### config.mk
export PLATFORM = sky130hd
export DESIGN_NAME = gpio_port_pin_options
export DESIGN_NICKNAME = d
export VERILOG_FILES = /design/src/core/gpio_opt_pkg.sv /design/src/core/gpio_port_pin_options.sv /design/src/core/sub_reg_file.sv /design/src/core/wake_detect.sv
export SDC_FILE = /design/constraint.sdc
export NUM_CORES = 1
export LEC_CHECK = 0
export BUFFER_PORTS_ARGS = -buffer_cell sky130_fd_sc_hd__clkbuf_2
export CAP_MARGIN = 20
export CORE_ASPECT_RATIO = 0.6
export CORE_MARGIN = 5
export CORE_UTILIZATION = 56
export CTS_BUF_LIST = sky130_fd_sc_hd__clkbuf_4
export DETAILED_ROUTE_END_ITERATION = 8
export GPL_TIMING_DRIVEN = 0
export PLACE_DENSITY_LB_ADDON = 0.3
export SLEW_MARGIN = 30
export SYNTH_ARGS = -nofsm -noshare
export SYNTH_HDL_FRONTEND = slang
export SYNTH_SLANG_ARGS = --single-unit
### constraint.sdc
create_clock -name clk_sys -period 4.42 [get_ports clk_sys]
set_input_delay 0.663 -clock clk_sys [delete_from_list [all_inputs] [get_ports clk_sys]]
set_output_delay 0.663 -clock clk_sys [all_outputs]
set_load 0.01 [all_outputs]
### src/core/gpio_opt_pkg.sv
/*
 * Shared constants and types for the port pin-option logic: sub-register
 * indices, reset values, pin positions, the configuration carrier and
 * the wake detector states.
 * Assumes one 8-bit port reached through an index register and a
 * control register, clocked by clk_sys.
 */
package gpio_opt_pkg;

    // ************************************************
    // Sub-register indices
    // ************************************************
    localparam logic [7:0] IDX_ALT_ENABLE = 8'h02;  // Alternate enable
    localparam logic [7:0] IDX_OPEN_DRAIN = 8'h03;  // Open-drain control
    localparam logic [7:0] IDX_HIGH_DRIVE = 8'h04;  // High-drive enable
    localparam logic [7:0] IDX_WAKE_ENABLE = 8'h05; // Wake source enable
    localparam logic [7:0] IDX_ALT_SEL1 = 8'h07;    // First select set
    localparam logic [7:0] IDX_ALT_SEL2 = 8'h08;    // Second select set

    // ************************************************
    // Reset values
    // ************************************************
    localparam logic [7:0] RST_ALT_ENABLE = 8'h00;
    localparam logic [7:0] RST_OPEN_DRAIN = 8'h00;
    localparam logic [7:0] RST_HIGH_DRIVE = 8'h00;
    localparam logic [7:0] RST_WAKE_ENABLE = 8'h00;
    localparam logic [7:0] RST_ALT_SEL1 = 8'h00;
    localparam logic [7:0] RST_ALT_SEL2 = 8'h00;
    localparam logic [7:0] RST_INDEX = 8'h00;
    localparam logic [7:0] RDATA_UNMAPPED = 8'h00;

    // ************************************************
    // Pin positions
    // ************************************************
    localparam int PIN_CRYSTAL_IN = 0;   // crystal_pin_in
    localparam int PIN_CRYSTAL_OUT = 1;  // crystal_pin_out
    localparam int PIN_EXT_CLOCK = 3;    // ext_clock_pin
    localparam int PIN_REFERENCE = 5;    // reference_capable_pin
    localparam int PIN_LAST_ANALOG = 5;  // Pins above carry reserved only

    // ************************************************
    // Carriers
    // ************************************************
    typedef struct packed {
        logic [7:0] alt_select_second;
        logic [7:0] alt_select_first;
        logic [7:0] wake_source_bits;
        logic [7:0] high_drive_bits;
        logic [7:0] open_drain_bits;
        logic [7:0] alt_enable_bits;
    } pin_cfg_t;

    typedef struct packed {
        logic addr_wr;      // Write the index register
        logic ctl_wr;       // Write the indexed sub-register
        logic ctl_rd;       // Read the indexed sub-register
        logic [7:0] wdata;  // Write data
    } cpu_req_t;

    typedef enum logic [1:0] {
        WAKE_IDLE = 2'b00,
        WAKE_ARMED = 2'b01,
        WAKE_SENT = 2'b10
    } wake_state_t;

endpackage : gpio_opt_pkg

### src/core/gpio_port_pin_options.sv
/*
 * Pin-option logic for one 8-bit port: crystal override, alternate
 * function selection, open-drain, high drive and stop-mode wake.
 * Assumes the CPU strobes are one cycle wide, pin inputs are
 * synchronous to clk_sys, and clk_sys runs during STOP.
 */
`timescale 1ns/10ps
module gpio_port_pin_options #(
    parameter bit PORT_IS_A = 1'b0  // 1: crystal port, 0: analog port
) (
    // Clock and reset
    input wire logic clk_sys,
    input wire logic rst,
    // CPU access
    input wire gpio_opt_pkg::cpu_req_t cpu_req,
    output logic [7:0] ctl_rdata,
    // Chip state
    input wire logic crystal_enable,
    input wire logic pkg_28pin,
    input wire logic stop_mode,
    // Port data and peripheral sources
    input wire logic [7:0] port_dout,
    input wire logic [7:0] port_drive,
    input wire logic [7:0] alt_dout,
    input wire logic [7:0] alt_drive,
    // Pin pads
    input wire logic [7:0] pin_in,
    output logic [7:0] pin_out,
    output logic [7:0] pin_oe_n,
    output logic [7:0] pin_high_drive,
    // Function routing
    output logic [7:0] analog_sel,
    output logic ext_clock_sel,
    output logic wake_req
);
    import gpio_opt_pkg::*;

    // ************************************************
    // Index register
    // ************************************************
    logic [7:0] index_r;    // Sub-register index
    logic [7:0] index_nxt;

    // Index written directly, held across accesses
    always_comb begin
        index_nxt = index_r;
        if (cpu_req.addr_wr) begin
            index_nxt = cpu_req.wdata;
        end
    end

    always_ff @(posedge clk_sys or posedge rst) begin
        if (rst) begin
            index_r <= RST_INDEX;
        end else begin
            index_r <= index_nxt;
        end
    end

    // ************************************************
    // Sub-registers
    // ************************************************
    pin_cfg_t cfg;          // Registered configuration

    // Index must already hold the target before the access
    sub_reg_file u_regs (
        .clk_sys(clk_sys),
        .rst(rst),
        .wr_en(cpu_req.ctl_wr),
        .rd_en(cpu_req.ctl_rd),
        .idx(index_r),
        .wdata(cpu_req.wdata),
        .cfg(cfg),
        .rdata(ctl_rdata)
    );

    // ************************************************
    // Per-pin option logic
    // ************************************************
    logic [7:0] xtal_hold;  // Pin taken by the crystal
    logic [7:0] analog_on;  // Analog function connected
    logic [7:0] src_val;    // Chosen output value
    logic [7:0] drive_on;   // Digital driver wanted
    logic external_clock_input_function_on;         // External clock function live

    // Clock input only when enabled and select bit is 0
    assign external_clock_input_function_on = !PORT_IS_A && cfg.alt_enable_bits[PIN_EXT_CLOCK] &&
                      !cfg.alt_select_first[PIN_EXT_CLOCK];

    genvar n;
    generate
        for (n = 0; n < 8; n++) begin : g_pin
            // Crystal overrides every other setting except the wake enable
            if (PORT_IS_A && (n == PIN_CRYSTAL_IN ||
                              n == PIN_CRYSTAL_OUT)) begin : g_xtal
                assign xtal_hold[n] = crystal_enable;
            end else begin : g_plain
                assign xtal_hold[n] = 1'b0;
            end
            // Analog select; second select set plays no part
            if (PORT_IS_A || n > PIN_LAST_ANALOG) begin : g_no_ana
                assign analog_on[n] = 1'b0;
            end else if (n == PIN_REFERENCE) begin : g_ref
                assign analog_on[n] = cfg.alt_enable_bits[n] &&
                    cfg.alt_select_first[n] && pkg_28pin;
            end else begin : g_ana
                assign analog_on[n] = cfg.alt_enable_bits[n] &&
                    cfg.alt_select_first[n];
            end
            // Digital source: peripheral only on the crystal port
            if (PORT_IS_A) begin : g_src_a
                assign src_val[n] = cfg.alt_enable_bits[n] ?
                                    alt_dout[n] : port_dout[n];
                assign drive_on[n] = cfg.alt_enable_bits[n] ?
                                     alt_drive[n] : port_drive[n];
            end else begin : g_src_b
                // Analog port functions are inputs, so port data drives
                assign src_val[n] = port_dout[n];
                assign drive_on[n] = port_drive[n];
            end
        end
    endgenerate

    // ************************************************
    // Pad outputs
    // ************************************************
    logic [7:0] pin_out_r;
    logic [7:0] pin_out_nxt;
    logic [7:0] pin_oe_n_r;
    logic [7:0] pin_oe_n_nxt;
    logic [7:0] pin_hd_r;
    logic [7:0] pin_hd_nxt;
    logic [7:0] analog_sel_r;
    logic [7:0] analog_sel_nxt;
    logic ext_clock_sel_r;
    logic ext_clock_sel_nxt;
    logic [7:0] driver_off;

    // Driver off for crystal, analog and clock-input pins
    always_comb begin
        driver_off = xtal_hold | analog_on | ~drive_on;
        driver_off[PIN_EXT_CLOCK] = driver_off[PIN_EXT_CLOCK] | external_clock_input_function_on;
        // Open drain: a high is released, never driven
        pin_out_nxt = src_val & ~cfg.open_drain_bits;
        pin_oe_n_nxt = driver_off |
                       (cfg.open_drain_bits & src_val);
        // Strength follows its bit whatever feeds the driver; only the crystal clears it
        pin_hd_nxt = cfg.high_drive_bits & ~xtal_hold;
        analog_sel_nxt = analog_on;
        ext_clock_sel_nxt = external_clock_input_function_on;
    end

    // Registers only; pads released under reset
    always_ff @(posedge clk_sys or posedge rst) begin
        if (rst) begin
            pin_out_r <= 8'h00;
            pin_oe_n_r <= 8'hff;
            pin_hd_r <= 8'h00;
            analog_sel_r <= 8'h00;
            ext_clock_sel_r <= 1'b0;
        end else begin
            pin_out_r <= pin_out_nxt;
            pin_oe_n_r <= pin_oe_n_nxt;
            pin_hd_r <= pin_hd_nxt;
            analog_sel_r <= analog_sel_nxt;
            ext_clock_sel_r <= ext_clock_sel_nxt;
        end
    end

    assign pin_out = pin_out_r;
    assign pin_oe_n = pin_oe_n_r;
    assign pin_high_drive = pin_hd_r;
    assign analog_sel = analog_sel_r;
    assign ext_clock_sel = ext_clock_sel_r;

    // ************************************************
    // Stop-mode wake
    // ************************************************
    // Sampled on clk_sys; a glitch shorter than a cycle can be missed
    wake_detect u_wake (
        .clk_sys(clk_sys),
        .rst(rst),
        .stop_mode(stop_mode),
        .pin_in(pin_in),
        .enable(cfg.wake_source_bits),
        .wake_req(wake_req)
    );

    // ************************************************
    // Checks
    // ************************************************
    logic [7:0] pin_last_r;  // Previous pin sample
    logic sent_r;            // Request already given this STOP
    logic edge_any;

    always_ff @(posedge clk_sys or posedge rst) begin
        if (rst) begin
            pin_last_r <= 8'h00;
            sent_r <= 1'b0;
        end else begin
            pin_last_r <= pin_in;
            sent_r <= wake_req ? 1'b1 : (stop_mode ? sent_r : 1'b0);
        end
    end

    assign edge_any = |((pin_in ^ pin_last_r) & cfg.wake_source_bits);

    // The helper above keeps its own copy of the wake bookkeeping, so a
    // slip in the detector cannot hide behind the logic that made it;
    // a request may leave STOP at once, so nothing waits on stop_mode
    AST_XTAL_OVERRIDE: assert property (
        @(posedge clk_sys) disable iff (rst)
        (PORT_IS_A && crystal_enable) |=> (pin_oe_n[1:0] == 2'b11))
        else $error("crystal pins still driven");

    AST_XTAL_WEAK: assert property (
        @(posedge clk_sys) disable iff (rst)
        (PORT_IS_A && crystal_enable) |=> (pin_high_drive[1:0] == 2'b00))
        else $error("crystal pins left on high drive");

    AST_EXTERNAL_CLOCK_INPUT_FUNCTION_SEL: assert property (
        @(posedge clk_sys) disable iff (rst)
        ext_clock_sel |-> (!PORT_IS_A && !$past(cfg.alt_select_first[3])
                           && $past(cfg.alt_enable_bits[3])))
        else $error("clock input chosen without its selection");

    AST_EXTERNAL_CLOCK_INPUT_FUNCTION_PIN_OFF: assert property (
        @(posedge clk_sys) disable iff (rst)
        ext_clock_sel |-> pin_oe_n[PIN_EXT_CLOCK])
        else $error("clock input pin still driven");

    AST_ANALOG_PIN_OFF: assert property (
        @(posedge clk_sys) disable iff (rst)
        (analog_sel & ~pin_oe_n) == 8'h00)
        else $error("analog pin still driven");

    AST_ALT_ENABLE_NEEDED: assert property (
        @(posedge clk_sys) disable iff (rst)
        (analog_sel & ~$past(cfg.alt_enable_bits)) == 8'h00)
        else $error("analog function without alternate enable");

    AST_REF_PACKAGE: assert property (
        @(posedge clk_sys) disable iff (rst)
        analog_sel[PIN_REFERENCE] |-> $past(pkg_28pin))
        else $error("reference function on small package");

    AST_OPEN_DRAIN: assert property (
        @(posedge clk_sys) disable iff (rst)
        ##1 ((pin_out & $past(cfg.open_drain_bits)) == 8'h00))
        else $error("open-drain pin drives high");

    AST_HIGH_DRIVE_WRITE: assert property (
        @(posedge clk_sys) disable iff (rst)
        (cpu_req.ctl_wr && index_r == IDX_HIGH_DRIVE) |=>
        (cfg.high_drive_bits == $past(cpu_req.wdata)) ##1
        (pin_high_drive == ($past(cfg.high_drive_bits) &
                            ~$past(xtal_hold))))
        else $error("high-drive write not applied");

    AST_HIGH_DRIVE_PIN: assert property (
        @(posedge clk_sys) disable iff (rst)
        ##1 (pin_high_drive == ($past(cfg.high_drive_bits) &
                                ~$past(xtal_hold))))
        else $error("drive strength not following its bits");

    AST_WAKE_WRITE: assert property (
        @(posedge clk_sys) disable iff (rst)
        (cpu_req.ctl_wr && index_r == IDX_WAKE_ENABLE) |=>
        (cfg.wake_source_bits == $past(cpu_req.wdata)))
        else $error("wake enable write not applied");

    AST_WAKE_FIRES: assert property (
        @(posedge clk_sys) disable iff (rst)
        ($past(stop_mode) && stop_mode && edge_any && !sent_r &&
         !wake_req) |=> wake_req)
        else $error("enabled transition did not wake");

    AST_WAKE_ONLY_STOP: assert property (
        @(posedge clk_sys) disable iff (rst)
        !stop_mode |=> !wake_req)
        else $error("wake request outside stop mode");

    AST_WAKE_CAUSE: assert property (
        @(posedge clk_sys) disable iff (rst)
        wake_req |-> ($past(edge_any) && $past(stop_mode)))
        else $error("wake request without enabled transition");

    AST_WAKE_SINGLE: assert property (
        @(posedge clk_sys) disable iff (rst)
        sent_r |-> !wake_req)
        else $error("second wake request in one stop period");

    COV_WAKE: cover property (@(posedge clk_sys) disable iff (rst)
        stop_mode ##1 wake_req);
    COV_XTAL: cover property (@(posedge clk_sys) disable iff (rst)
        crystal_enable ##1 (pin_oe_n[0] && pin_oe_n[1]));
    COV_ANALOG: cover property (@(posedge clk_sys) disable iff (rst)
        analog_sel[3]);
    COV_OPEN_DRAIN: cover property (@(posedge clk_sys) disable iff (rst)
        (cfg.open_drain_bits[0] && drive_on[0]) ##1 pin_oe_n[0]);
    COV_EXTERNAL_CLOCK_INPUT_FUNCTION: cover property (@(posedge clk_sys) disable iff (rst)
        ext_clock_sel);

endmodule : gpio_port_pin_options

### src/core/sub_reg_file.sv
/*
 * Indexed sub-register store for the port pin options, with a
 * registered read port.
 * Assumes the caller supplies the index and one-cycle strobes.
 */
`timescale 1ns/10ps
module sub_reg_file (
    // Clock and reset
    input wire logic clk_sys,
    input wire logic rst,
    // Access
    input wire logic wr_en,
    input wire logic rd_en,
    input wire logic [7:0] idx,
    input wire logic [7:0] wdata,
    // Results
    output gpio_opt_pkg::pin_cfg_t cfg,
    output logic [7:0] rdata
);
    import gpio_opt_pkg::*;

    pin_cfg_t cfg_r;    // Stored sub-registers
    pin_cfg_t cfg_nxt;
    logic [7:0] rdata_r;
    logic [7:0] rdata_nxt;

    // ************************************************
    // Write and read decode
    // ************************************************
    always_comb begin
        cfg_nxt = cfg_r;
        rdata_nxt = rdata_r;
        // Unknown indices drop the write
        if (wr_en) begin
            unique case (idx)
                IDX_ALT_ENABLE: cfg_nxt.alt_enable_bits = wdata;
                IDX_OPEN_DRAIN: cfg_nxt.open_drain_bits = wdata;
                IDX_HIGH_DRIVE: cfg_nxt.high_drive_bits = wdata;
                IDX_WAKE_ENABLE: cfg_nxt.wake_source_bits = wdata;
                IDX_ALT_SEL1: cfg_nxt.alt_select_first = wdata;
                IDX_ALT_SEL2: cfg_nxt.alt_select_second = wdata;
                default: cfg_nxt = cfg_r;
            endcase
        end
        // Read data held until the next read
        if (rd_en) begin
            unique case (idx)
                IDX_ALT_ENABLE: rdata_nxt = cfg_r.alt_enable_bits;
                IDX_OPEN_DRAIN: rdata_nxt = cfg_r.open_drain_bits;
                IDX_HIGH_DRIVE: rdata_nxt = cfg_r.high_drive_bits;
                IDX_WAKE_ENABLE: rdata_nxt = cfg_r.wake_source_bits;
                IDX_ALT_SEL1: rdata_nxt = cfg_r.alt_select_first;
                IDX_ALT_SEL2: rdata_nxt = cfg_r.alt_select_second;
                default: rdata_nxt = RDATA_UNMAPPED;
            endcase
        end
    end

    // Registers only
    always_ff @(posedge clk_sys or posedge rst) begin
        if (rst) begin
            cfg_r <= {RST_ALT_SEL2, RST_ALT_SEL1, RST_WAKE_ENABLE,
                      RST_HIGH_DRIVE, RST_OPEN_DRAIN, RST_ALT_ENABLE};
            rdata_r <= RDATA_UNMAPPED;
        end else begin
            cfg_r <= cfg_nxt;
            rdata_r <= rdata_nxt;
        end
    end

    assign cfg = cfg_r;
    assign rdata = rdata_r;

endmodule : sub_reg_file

### src/core/wake_detect.sv
/*
 * Stop-mode wake detector: one recovery pulse per STOP period on any
 * transition of an enabled pin.
 * Assumes clk_sys keeps running during STOP and pins are synchronous.
 */
`timescale 1ns/10ps
module wake_detect (
    // Clock and reset
    input wire logic clk_sys,
    input wire logic rst,
    // Inputs
    input wire logic stop_mode,
    input wire logic [7:0] pin_in,
    input wire logic [7:0] enable,
    // Request
    output logic wake_req
);
    import gpio_opt_pkg::*;

    wake_state_t state_r;
    wake_state_t state_nxt;
    logic [7:0] prev_r;     // Last pin sample
    logic req_r;
    logic req_nxt;
    logic edge_any;

    // Either direction counts, gated per pin
    assign edge_any = |((pin_in ^ prev_r) & enable);

    // ************************************************
    // Request state machine
    // ************************************************
    always_comb begin
        state_nxt = state_r;
        req_nxt = 1'b0;
        unique case (state_r)
            WAKE_IDLE: begin
                if (stop_mode) begin
                    state_nxt = WAKE_ARMED;
                end
            end
            WAKE_ARMED: begin
                if (!stop_mode) begin
                    state_nxt = WAKE_IDLE;
                end else if (edge_any) begin
                    // Single request per STOP period
                    state_nxt = WAKE_SENT;
                    req_nxt = 1'b1;
                end
            end
            WAKE_SENT: begin
                if (!stop_mode) begin
                    state_nxt = WAKE_IDLE;
                end
            end
            default: state_nxt = WAKE_IDLE;
        endcase
    end

    // Registers only
    always_ff @(posedge clk_sys or posedge rst) begin
        if (rst) begin
            state_r <= WAKE_IDLE;
            prev_r <= 8'h00;
            req_r <= 1'b0;
        end else begin
            state_r <= state_nxt;
            prev_r <= pin_in;
            req_r <= req_nxt;
        end
    end

    assign wake_req = req_r;

endmodule : wake_detect

# After elaboration in Yosys (flattened, before gate mapping)
# Cells that the tools add are included.
totals:
  reg_bits: 106
  inputBits: 56
  out_inout_bits: 42
  wordCells: 63
op_classes:
  n_eq_ne: 11
  mux: 9
  bitwise_logic: 9
  reduce_logical: 18
op_table:
  columns: ["operator", "count"]
  rows:
  - ["one-hot mux 8 bit (6 select lines)", 1]
  - ["AND 8 bit", 3]
  - ["equality test 8 x 3 -> 1 bit, second input constant", 3]
  - ["equality test 8 x 2 -> 1 bit, second input constant", 2]
  - ["inverter 8 bit", 2]
  - ["AND reduction 2 bit", 6]
  - ["equality test 8 x 4 -> 1 bit, second input constant", 1]
  - ["logical AND 1 bit", 8]
  - ["2-to-1 mux 2 bit", 4]
  - ["bitwise OR 6 x 8 -> 8 bit", 1]
  - ["bitwise OR 8 bit", 1]
  - ["OR reduction 8 bit", 1]
  - ["bitwise XOR 8 bit", 1]
  - ["one-hot mux 2 bit (3 select lines)", 1]
  - ["!= test 2 bit, second input constant", 2]
  - ["2-to-1 mux 1 bit", 3]
  - ["!= test 3 bit, second input constant", 1]
  - ["AND reduction 3 bit", 1]
  - ["equality test 2 x 1 -> 1 bit, second input constant", 1]
  - ["equality test 2 bit, second input constant", 1]
  - ["zero test 2 bit", 1]
  - ["zero test 1 bit", 1]
  - ["bitwise OR 1 bit", 1]

# Longest topological paths before layout
# Gate-level depths: netlist of the first run.
depth:
  depth_word: 6
  depth_mapped: 6
  depth_no_buf: 4

# Modules after synthesis
# From an unflattened synthesis of the first run, not the netlist that was laid out.
unflattened:
  hier_cells: 303
  hier_area_um2: 4284.1
by_module_without_submodules:
  columns: ["module", "n_inst", "cells_each", "area_per_inst_um2", "seq_area_each_um2"]
  rows:
  - ["sub_reg_file", 1, 190, 2544.9, 1401.3]
  - ["gpio_port_pin_options", 1, 83, 1316.3, 985.9]
  - ["wake_detect", 1, 30, 422.9, 275.3]

# Worst setup path before layout of the first run
# OpenSTA, ideal clock, no wires.
synth_timing:
  path_type: "register to register"
  startpoint: "reg index_r[5]"
  endpoint: "reg u_regs.cfg_r (netlist bit u_regs.cfg[34])"
  t_arrival_ns: 1.468
  setup_slack_ns: 2.827
  path_stages_with_launch: 5
  cell_sequence: "dfrtp_1 nor4_4 buf_6 nand4_4 mux2_4"
synth_via:
  elab_chain_cells: 2
synth_lines:
  columns: ["element", "line", "source"]
  rows:
  - ["start: declaration", "gpio_port_pin_options.sv:41", "logic [7:0] index_r;"]
  - ["start signal: assignment", "gpio_port_pin_options.sv:56", "index_r <= index_nxt;"]
  - ["equality test 8 x 3 -> 1 bit", "sub_reg_file.sv:35", "unique case (idx)"]
  - ["AND reduction 2 bit (no source line)", null, null]
  - ["end signal: assignment", "sub_reg_file.sv:62", "cfg_r <= {RST_ALT_SEL2, RST_ALT_SEL1, RST_WAKE_ENABLE,"]
  - ["end signal: assignment", "sub_reg_file.sv:66", "cfg_r <= cfg_nxt;"]
  - ["end: declaration", "sub_reg_file.sv:22", "pin_cfg_t cfg_r;"]
# Every way passes these cells.
# A chain may end at the register's enable or synchronous reset.

# Final worst setup path of the first run
layout_timing:
  startpoint: "reg index_r[0]"
  endpoint: "reg u_regs.cfg_r (netlist bit u_regs.cfg[13])"
layout_via:
  elab_chain_cells: 2
layout_lines:
  columns: ["element", "line"]
  rows:
  - ["equality test 8 x 2 -> 1 bit", "sub_reg_file.sv:35"]
  - ["AND reduction 2 bit (no source line)", null]
# Every way passes these cells.

==> results.sh, run 1 <==
export IMPL_crit_type="register to register"
export IMPL_postLayoutCoreUtil_pct=65.1
export IMPL_synth_edf_count=0
export IMPL_ys_warn_count=0
export IMPL_p_sw_uw=463
export IMPL_worstPathCellList="clkbuf_1, nand4_2, mux2_2"
export IMPL_start_util_pct=56.6
export IMPL_async_flop_share_pct=100
export IMPL_root_buffer="clkbuf_4"
export IMPL_nets=461
export IMPL_critical_path_slowest_cell="nand4_2"
export IMPL_clk_latency_ns=0.45
export IMPL_cts_tree="yes"
export IMPL_regArea_um2=2660
export IMPL_synthFlopType="dfrtp_1"
export IMPL_syn_cell_area_um2=4370
export IMPL_fillCellCount=633
export IMPL_drive_gt1_share_pct=42.4
export IMPL_cap_viol_max_count=0
export IMPL_setup_violations=0
export IMPL_cts_resized_gates=0
export IMPL_hpwl_um=6550
export IMPL_p_seq_share_pct=62.9
export IMPL_clock_fmax_mhz=486
export IMPL_drcViolationCount=0
export IMPL_status="complete, no violations"
export IMPL_vdd_drop_max_mv=0.232
export IMPL_rsz0062_at_grt="no"
export IMPL_fp_dieW_um=124
export IMPL_layout_cells_non_filler=518
export IMPL_slew_headroom_pct=55.6
export IMPL_reg2reg_from="index_r[0]"
export IMPL_slew_viol_final=0
export IMPL_synthDistinctLibCells=46
export IMPL_setup_tns_ns=0
export IMPL_finalHoldViolations=0
export IMPL_worstPathMaxFanout=10
export IMPL_ioPinCount=98
export IMPL_antenna_found_initial=0
export IMPL_clk_pin_slew_ns=0.14
export IMPL_totalWireLength_um=9010
export IMPL_cts_buffers=9
export IMPL_cts_setup_buffers=0
export IMPL_grt_pass1_vias=2770
export IMPL_cts_buffer_depth=2
export IMPL_clock_skew_ns=0.0198
export IMPL_placed_cells=502
export IMPL_final_common_cell="dfrtp_1"
export IMPL_clockPowerShare_pct=23.9
export IMPL_cp_top_family="simple AND/OR/NAND/NOR gates"
export IMPL_cts_hold_buf=0
export IMPL_postRouteAntennaNets=0
export IMPL_grt_max_degree=69
export IMPL_syn_inst=316
export IMPL_internal_power_uw=1290
export IMPL_p_comb_share_pct=13.2
export IMPL_vias=2806
export IMPL_overflow=0
export IMPL_die_y_um=78.4
export IMPL_finalCritPeriodShare_pct=46.6
export IMPL_htreeDepth=3
export IMPL_p_leak_uw=0.00253
export IMPL_fin_crit_ns=2.06
export IMPL_grtUsageTotal_pct=20.2
export IMPL_netSwitchingFraction_pct=26.5
export IMPL_ys_ff_latch=106
export IMPL_cp_end_kind="register"
export IMPL_critPathLaunchType="register"
export IMPL_crit_buf_inv=1
export IMPL_mostFrequentLayoutCells="dfrtp_1, clkbuf_2, mux2_2"
export IMPL_drt_pass1_iterations=4
export IMPL_p_per_area_nw_per_um2=347
export IMPL_multi_input_area_um2=1620
export IMPL_place_gp_congestion=0.901
export IMPL_slowest_delay_ns=0.52
export IMPL_wl_per_cell_um=17.4
export IMPL_avgSynthCellArea_um2=13.8
export IMPL_coreArea_um2=7730
export IMPL_viasPerCell=5.42
export IMPL_area_growth_pct=15.1
export IMPL_io_buffers=76
export IMPL_first_iter_violations=221
export IMPL_grt_pass1_wl_um=14700
export IMPL_worst_pin_slew_ns=0.664
export IMPL_numClockSinks=106
export IMPL_diodes=0
export IMPL_holdWs_ns=0.174
export IMPL_reg2reg_slack_ns=2.36
export IMPL_yosysSeqAreaShare_pct=60.9
export IMPL_cp_data_required_time_ns=4.76
export IMPL_arrival_ns=2.40
export IMPL_rows=25
export IMPL_setup_worst_path_start="index_r[0]"
export IMPL_die_area_um2=9730
export IMPL_hp_class="input pin to async pin"
export IMPL_total_power_uw=1750
[state kept, by name (all words and copies together), names as in the netlist]
register,cells
analog_sel,6
ext_clock_sel,1
index_r,8
pin_high_drive,8
pin_oe_n,8
pin_out,8
u_regs.cfg,48
u_regs.rdata,8
u_wake.prev_r,8
u_wake.state_r,2
u_wake.wake_req,1
[synth_stat cells (2+ instances only)]
master	count	area share [%]
dfrtp_1	98	56
mux2_2	55	14
nand2_1	14	1.2
nor2b_1	14	2.0
a21oi_1	9	1.0
mux2i_1	9	2.1
nand3b_1	9	1.5
dfstp_2	8	4.8
xor2_1	8	1.6
a22oi_1	7	1.2
inv_1	6	0.52
o21ai_0	6	0.69
o22ai_1	6	0.86
and2_1	5	0.72
nor2_1	5	0.43
buf_4	4	0.69
clkbuf_1	4	0.34
nand3_1	4	0.46
a31oi_1	3	0.43
and3_1	3	0.43
buf_2	3	0.34
nand4_4	3	1.5
o2bb2ai_1	3	0.60
a21boi_0	2	0.34
a22o_1	2	0.40
and2_0	2	0.29
and2b_1	2	0.34
nand2b_1	2	0.29
nand4_2	2	0.57
nor3b_1	2	0.34
[layout make-up]
type,count,share of cell area [%]
timing repair buffer,77,8.10
inverter,6,0.547
clock inverter,4,0.398
multi-input combinational,193,32.2
buffer,12,1.42
tap,108,2.68
sequential,106,52.9
clock buffer,12,1.79
[worst register-to-register path, stage by stage, from the launching register on]
cell and delay (ns):
dfrtp_1 0.48, clkbuf_1 0.51, nand4_2 0.53, mux2_2 0.44
[layer usage]
layer,part of all wire [%],GRT usage (%)
met3,7.0,6.55
met5,0,0
met2,44,28.4
met4,1.3,5.46
met1,48,30.0
[worst paths after layout]
path | cells past startpoint | endpoint
max in group asynchronous | 3 | pin_oe_n[0]
worst min register to register | 0 | pin_high_drive[1]
worst max register to register | 3 | u_regs.cfg[13]
worst min-delay path | 2 | u_regs.cfg[41]
min in group clk_sys | 2 | pin_oe_n[6]
worst max-delay path | 3 | u_regs.cfg[13]
[through the flow]
step                      instance area [um2]  worst slack (ns)
after floorplan                          4380             0.981
after global placement                   4890           -0.0349
after detailed placement                 4920              2.41
after CTS                                5030              2.37
after global routing                     5030              2.31
final                                    5030              2.36
[power groups by stage]
stage	Sequential [uW]	Combinational, uW	Clock [uW]
after floorplan	1110	141	0
after global routing	1110	257	487
after global placement	1110	224	0
after detailed placement	1120	234	0
after CTS	1100	234	431
final	1100	232	418
[cell families (layout without fill, tap and decap cells)]
family                    after synthesis  count (layout)  synth area share, %
AOI/OAI and AO/OA                      45              45                 7.01
xor gates and xnor gates                8               8                 1.60
buffers and inverters                  18             111                 2.15
DFF                                   106             106                 60.9
muxes                                  65              65                 16.6
other                                   1               2               0.0858
and+or+nand+nor                        73              73                 11.7
Power figures use the tool's default switching activity.
==> run 2, diff against run 1 <==
==> constraint.sdc (replaced) <==
create_clock -name clk_sys -period 1.9 [get_ports clk_sys]
set_input_delay 0.285 -clock clk_sys [delete_from_list [all_inputs] [get_ports clk_sys]]
set_output_delay 0.285 -clock clk_sys [all_outputs]
set_load 0.01 [all_outputs]
==> run 2 against run 1 <==
Compared with the run above:
- first-iteration DRC count decreased by 6.8%
- clock power up 130%
- global-route usage is 1.4 points higher
- critical endpoint is now u_regs.cfg[2]
- largest power group unchanged
- fmax grew 14%
- setup slack got worse by 2.3 ns
- wire length rose by 6.6%
- cell area up 5.0%
- hold slack got worse by 0.14 ns
- combinational power grew to 2.5 times the previous value
==> results.sh, run 2 (same netlist as run 1, synthesis figures left out) <==
export IMPL_clk_latency_ns=0.47
export IMPL_clock_fmax_mhz=554
export IMPL_fin_area_um2=5290
export IMPL_cap_viol_max_count=0
export IMPL_hp_start="port_dout[5]"
export IMPL_crit_type="register to register"
export IMPL_critPathLaunchType="register"
export IMPL_diodes=0
export IMPL_netSwitchingFraction_pct=26.4
export IMPL_postRouteAntennaNets=0
export IMPL_grtUsageTotal_pct=21.6
export IMPL_finalCritPeriodShare_pct=95.1
export IMPL_clock_skew_ns=0.0180
export IMPL_holdWs_ns=0.0381
export IMPL_grt_pass1_wl_um=15600
export IMPL_area_growth_pct=20.9
export IMPL_cts_buffers=9
export IMPL_die_area_um2=9730
export IMPL_ioPinCount=98
export IMPL_first_iter_violations=206
export IMPL_overflow=0
export IMPL_die_y_um=78.4
export IMPL_placed_cells=504
export IMPL_finalHoldViolations=0
export IMPL_cp_end_kind="register"
export IMPL_fin_crit_ns=1.81
export IMPL_cts_buffer_depth=2
export IMPL_internal_power_uw=3020
export IMPL_dpl_cell_area_um2=4950
export IMPL_vias=2877
export IMPL_setup_violations=0
export IMPL_fp_dieW_um=124
export IMPL_slew_viol_final=0
export IMPL_nets=484
export IMPL_antenna_found_initial=0
export IMPL_htreeDepth=3
export IMPL_viasPerCell=5.34
export IMPL_rsz0062_at_grt="no"
export IMPL_p_seq_share_pct=62.4
export IMPL_layout_cells_non_filler=539
export IMPL_slew_headroom_pct=54.8
export IMPL_worst_pin_slew_ns=0.677
export IMPL_root_buffer="clkbuf_4"
export IMPL_rows=25
export IMPL_hold_end="pin_oe_n[5]"
export IMPL_arrival_ns=2.16
export IMPL_drcViolationCount=0
export IMPL_io_buffers=76
export IMPL_hpwl_um=6880
export IMPL_totalWireLength_um=9610
export IMPL_p_sw_uw=1080
export IMPL_grt_pass1_vias=2980
export IMPL_clockPowerShare_pct=23.2
export IMPL_mostFrequentLayoutCells="dfrtp_1, clkbuf_2, mux2_2"
export IMPL_vdd_drop_max_mv=0.572
export IMPL_largest_reg_flops=48
export IMPL_r2r_end="u_regs.cfg[2]"
export IMPL_p_comb_share_pct=14.4
export IMPL_total_power_uw=4100
export IMPL_clk_pin_slew_ns=0.14
export IMPL_cp_data_required_time_ns=2.25
export IMPL_drt_pass1_iterations=4
export IMPL_multi_input_area_um2=1640
export IMPL_final_common_cell="dfrtp_1"
export IMPL_reg2reg_slack_ns=0.09
export IMPL_place_gp_congestion=0.898
export IMPL_p_per_area_nw_per_um2=776
export IMPL_worstPathMaxFanout=8
export IMPL_reg2reg_depth=4
export IMPL_fillCellCount=591
export IMPL_cts_tree="yes"
export IMPL_status="complete, no violations"
export IMPL_start_util_pct=56.6
export IMPL_hp_class="input pin to register"
export IMPL_whs_path_depth=3
export IMPL_numClockSinks=106
export IMPL_wl_per_cell_um=17.8
export IMPL_regArea_um2=2670
export IMPL_drive_gt1_share_pct=41.8
export IMPL_coreArea_um2=7730
export IMPL_p_leak_uw=0.00262
export IMPL_grt_max_degree=33
export IMPL_reg2reg_from="index_r[3]"
[run 2: cell count changes in the layout (fill, tap and decap cells not counted), sizes merged]
cell / previous run / this run
clkinv: 3 / 2
dlygate4sd3: 0 / 20
buf: 9 / 11
inv: 6 / 5
clkbuf: 92 / 93
[run 2: critical path, stage by stage, from the launching register on]
cell and delay [ns]:
dfrtp_1 0.46, and2b_1 0.33, and2b_1 0.29, nand4_4 0.26, mux2_2 0.35
[run 2: how the worst max path moves through the flow]
stage                           from              end  depth (start not counted)
after floorplan           index_r[5]   u_regs.cfg[34]                          4
after detailed placement  index_r[0]   u_regs.cfg[15]                          3
after CTS                 index_r[6]   u_regs.cfg[34]                          4
after global routing      index_r[3]    u_regs.cfg[8]                          4
final                     index_r[3]    u_regs.cfg[2]                          4
after global placement           rst  u_wake.wake_req                          2
[run 2: per-layer routing]
| layer | track usage, % | routed length, um | part of all wire, % | up-vias |
|---|---|---|---|---|
| li1 | - | - | - | 1358 |
| met1 | 30.7 | 4420 | 46 | 1422 |
| met2 | 32.5 | 4400 | 46 | 84 |
| met3 | 5.83 | 642 | 6.7 | 13 |
| met4 | 6.78 | 144 | 1.5 | 0 |
| met5 | 0 | 0 | 0 | - |
[run 2: timing repair]
| action | 4_1_cts | 5_1_grt |
|---|---|---|
| pin swaps | 2 | 1 |
| endpoints found under the hold margin | 28 | 0 |
| setup endpoints to repair | 8 | 19 |
| cloned | 0 | 0 |
| gates resized for setup | 3 | 3 |
| setup buffers | 0 | 1 |
| hold buffers | 20 | 0 |
[run 2: power by group through the flow]
stage	Sequential [uW]	Combinational, uW	Clock [uW]
after floorplan	2590	328	0
after global placement	2590	522	0
after detailed placement	2600	554	0
after CTS	2560	593	990
after global routing	2590	651	1090
final	2560	591	952
[run 2: area by class of cell]
class                      count  share of cell area (%)
buffer                        12                    1.42
clock buffer                  12                    1.70
clock inverter                 2                   0.189
inverter                       6                   0.497
multi-input combinational    193                    31.0
sequential                   106                    50.4
tap                          108                    2.56
timing repair buffer         100                    12.3
[run 2: per-stage QoR]
stage,TNS (ns),util [%],worst slack [ns]
after floorplan,0,-,0.307
after global placement,-24.65,63.4,-0.255
after detailed placement,-0.855,64.1,-0.112
after CTS,0,68.3,0.00417
after global routing,0,68.4,0.00955
final,0,68.4,0.0939
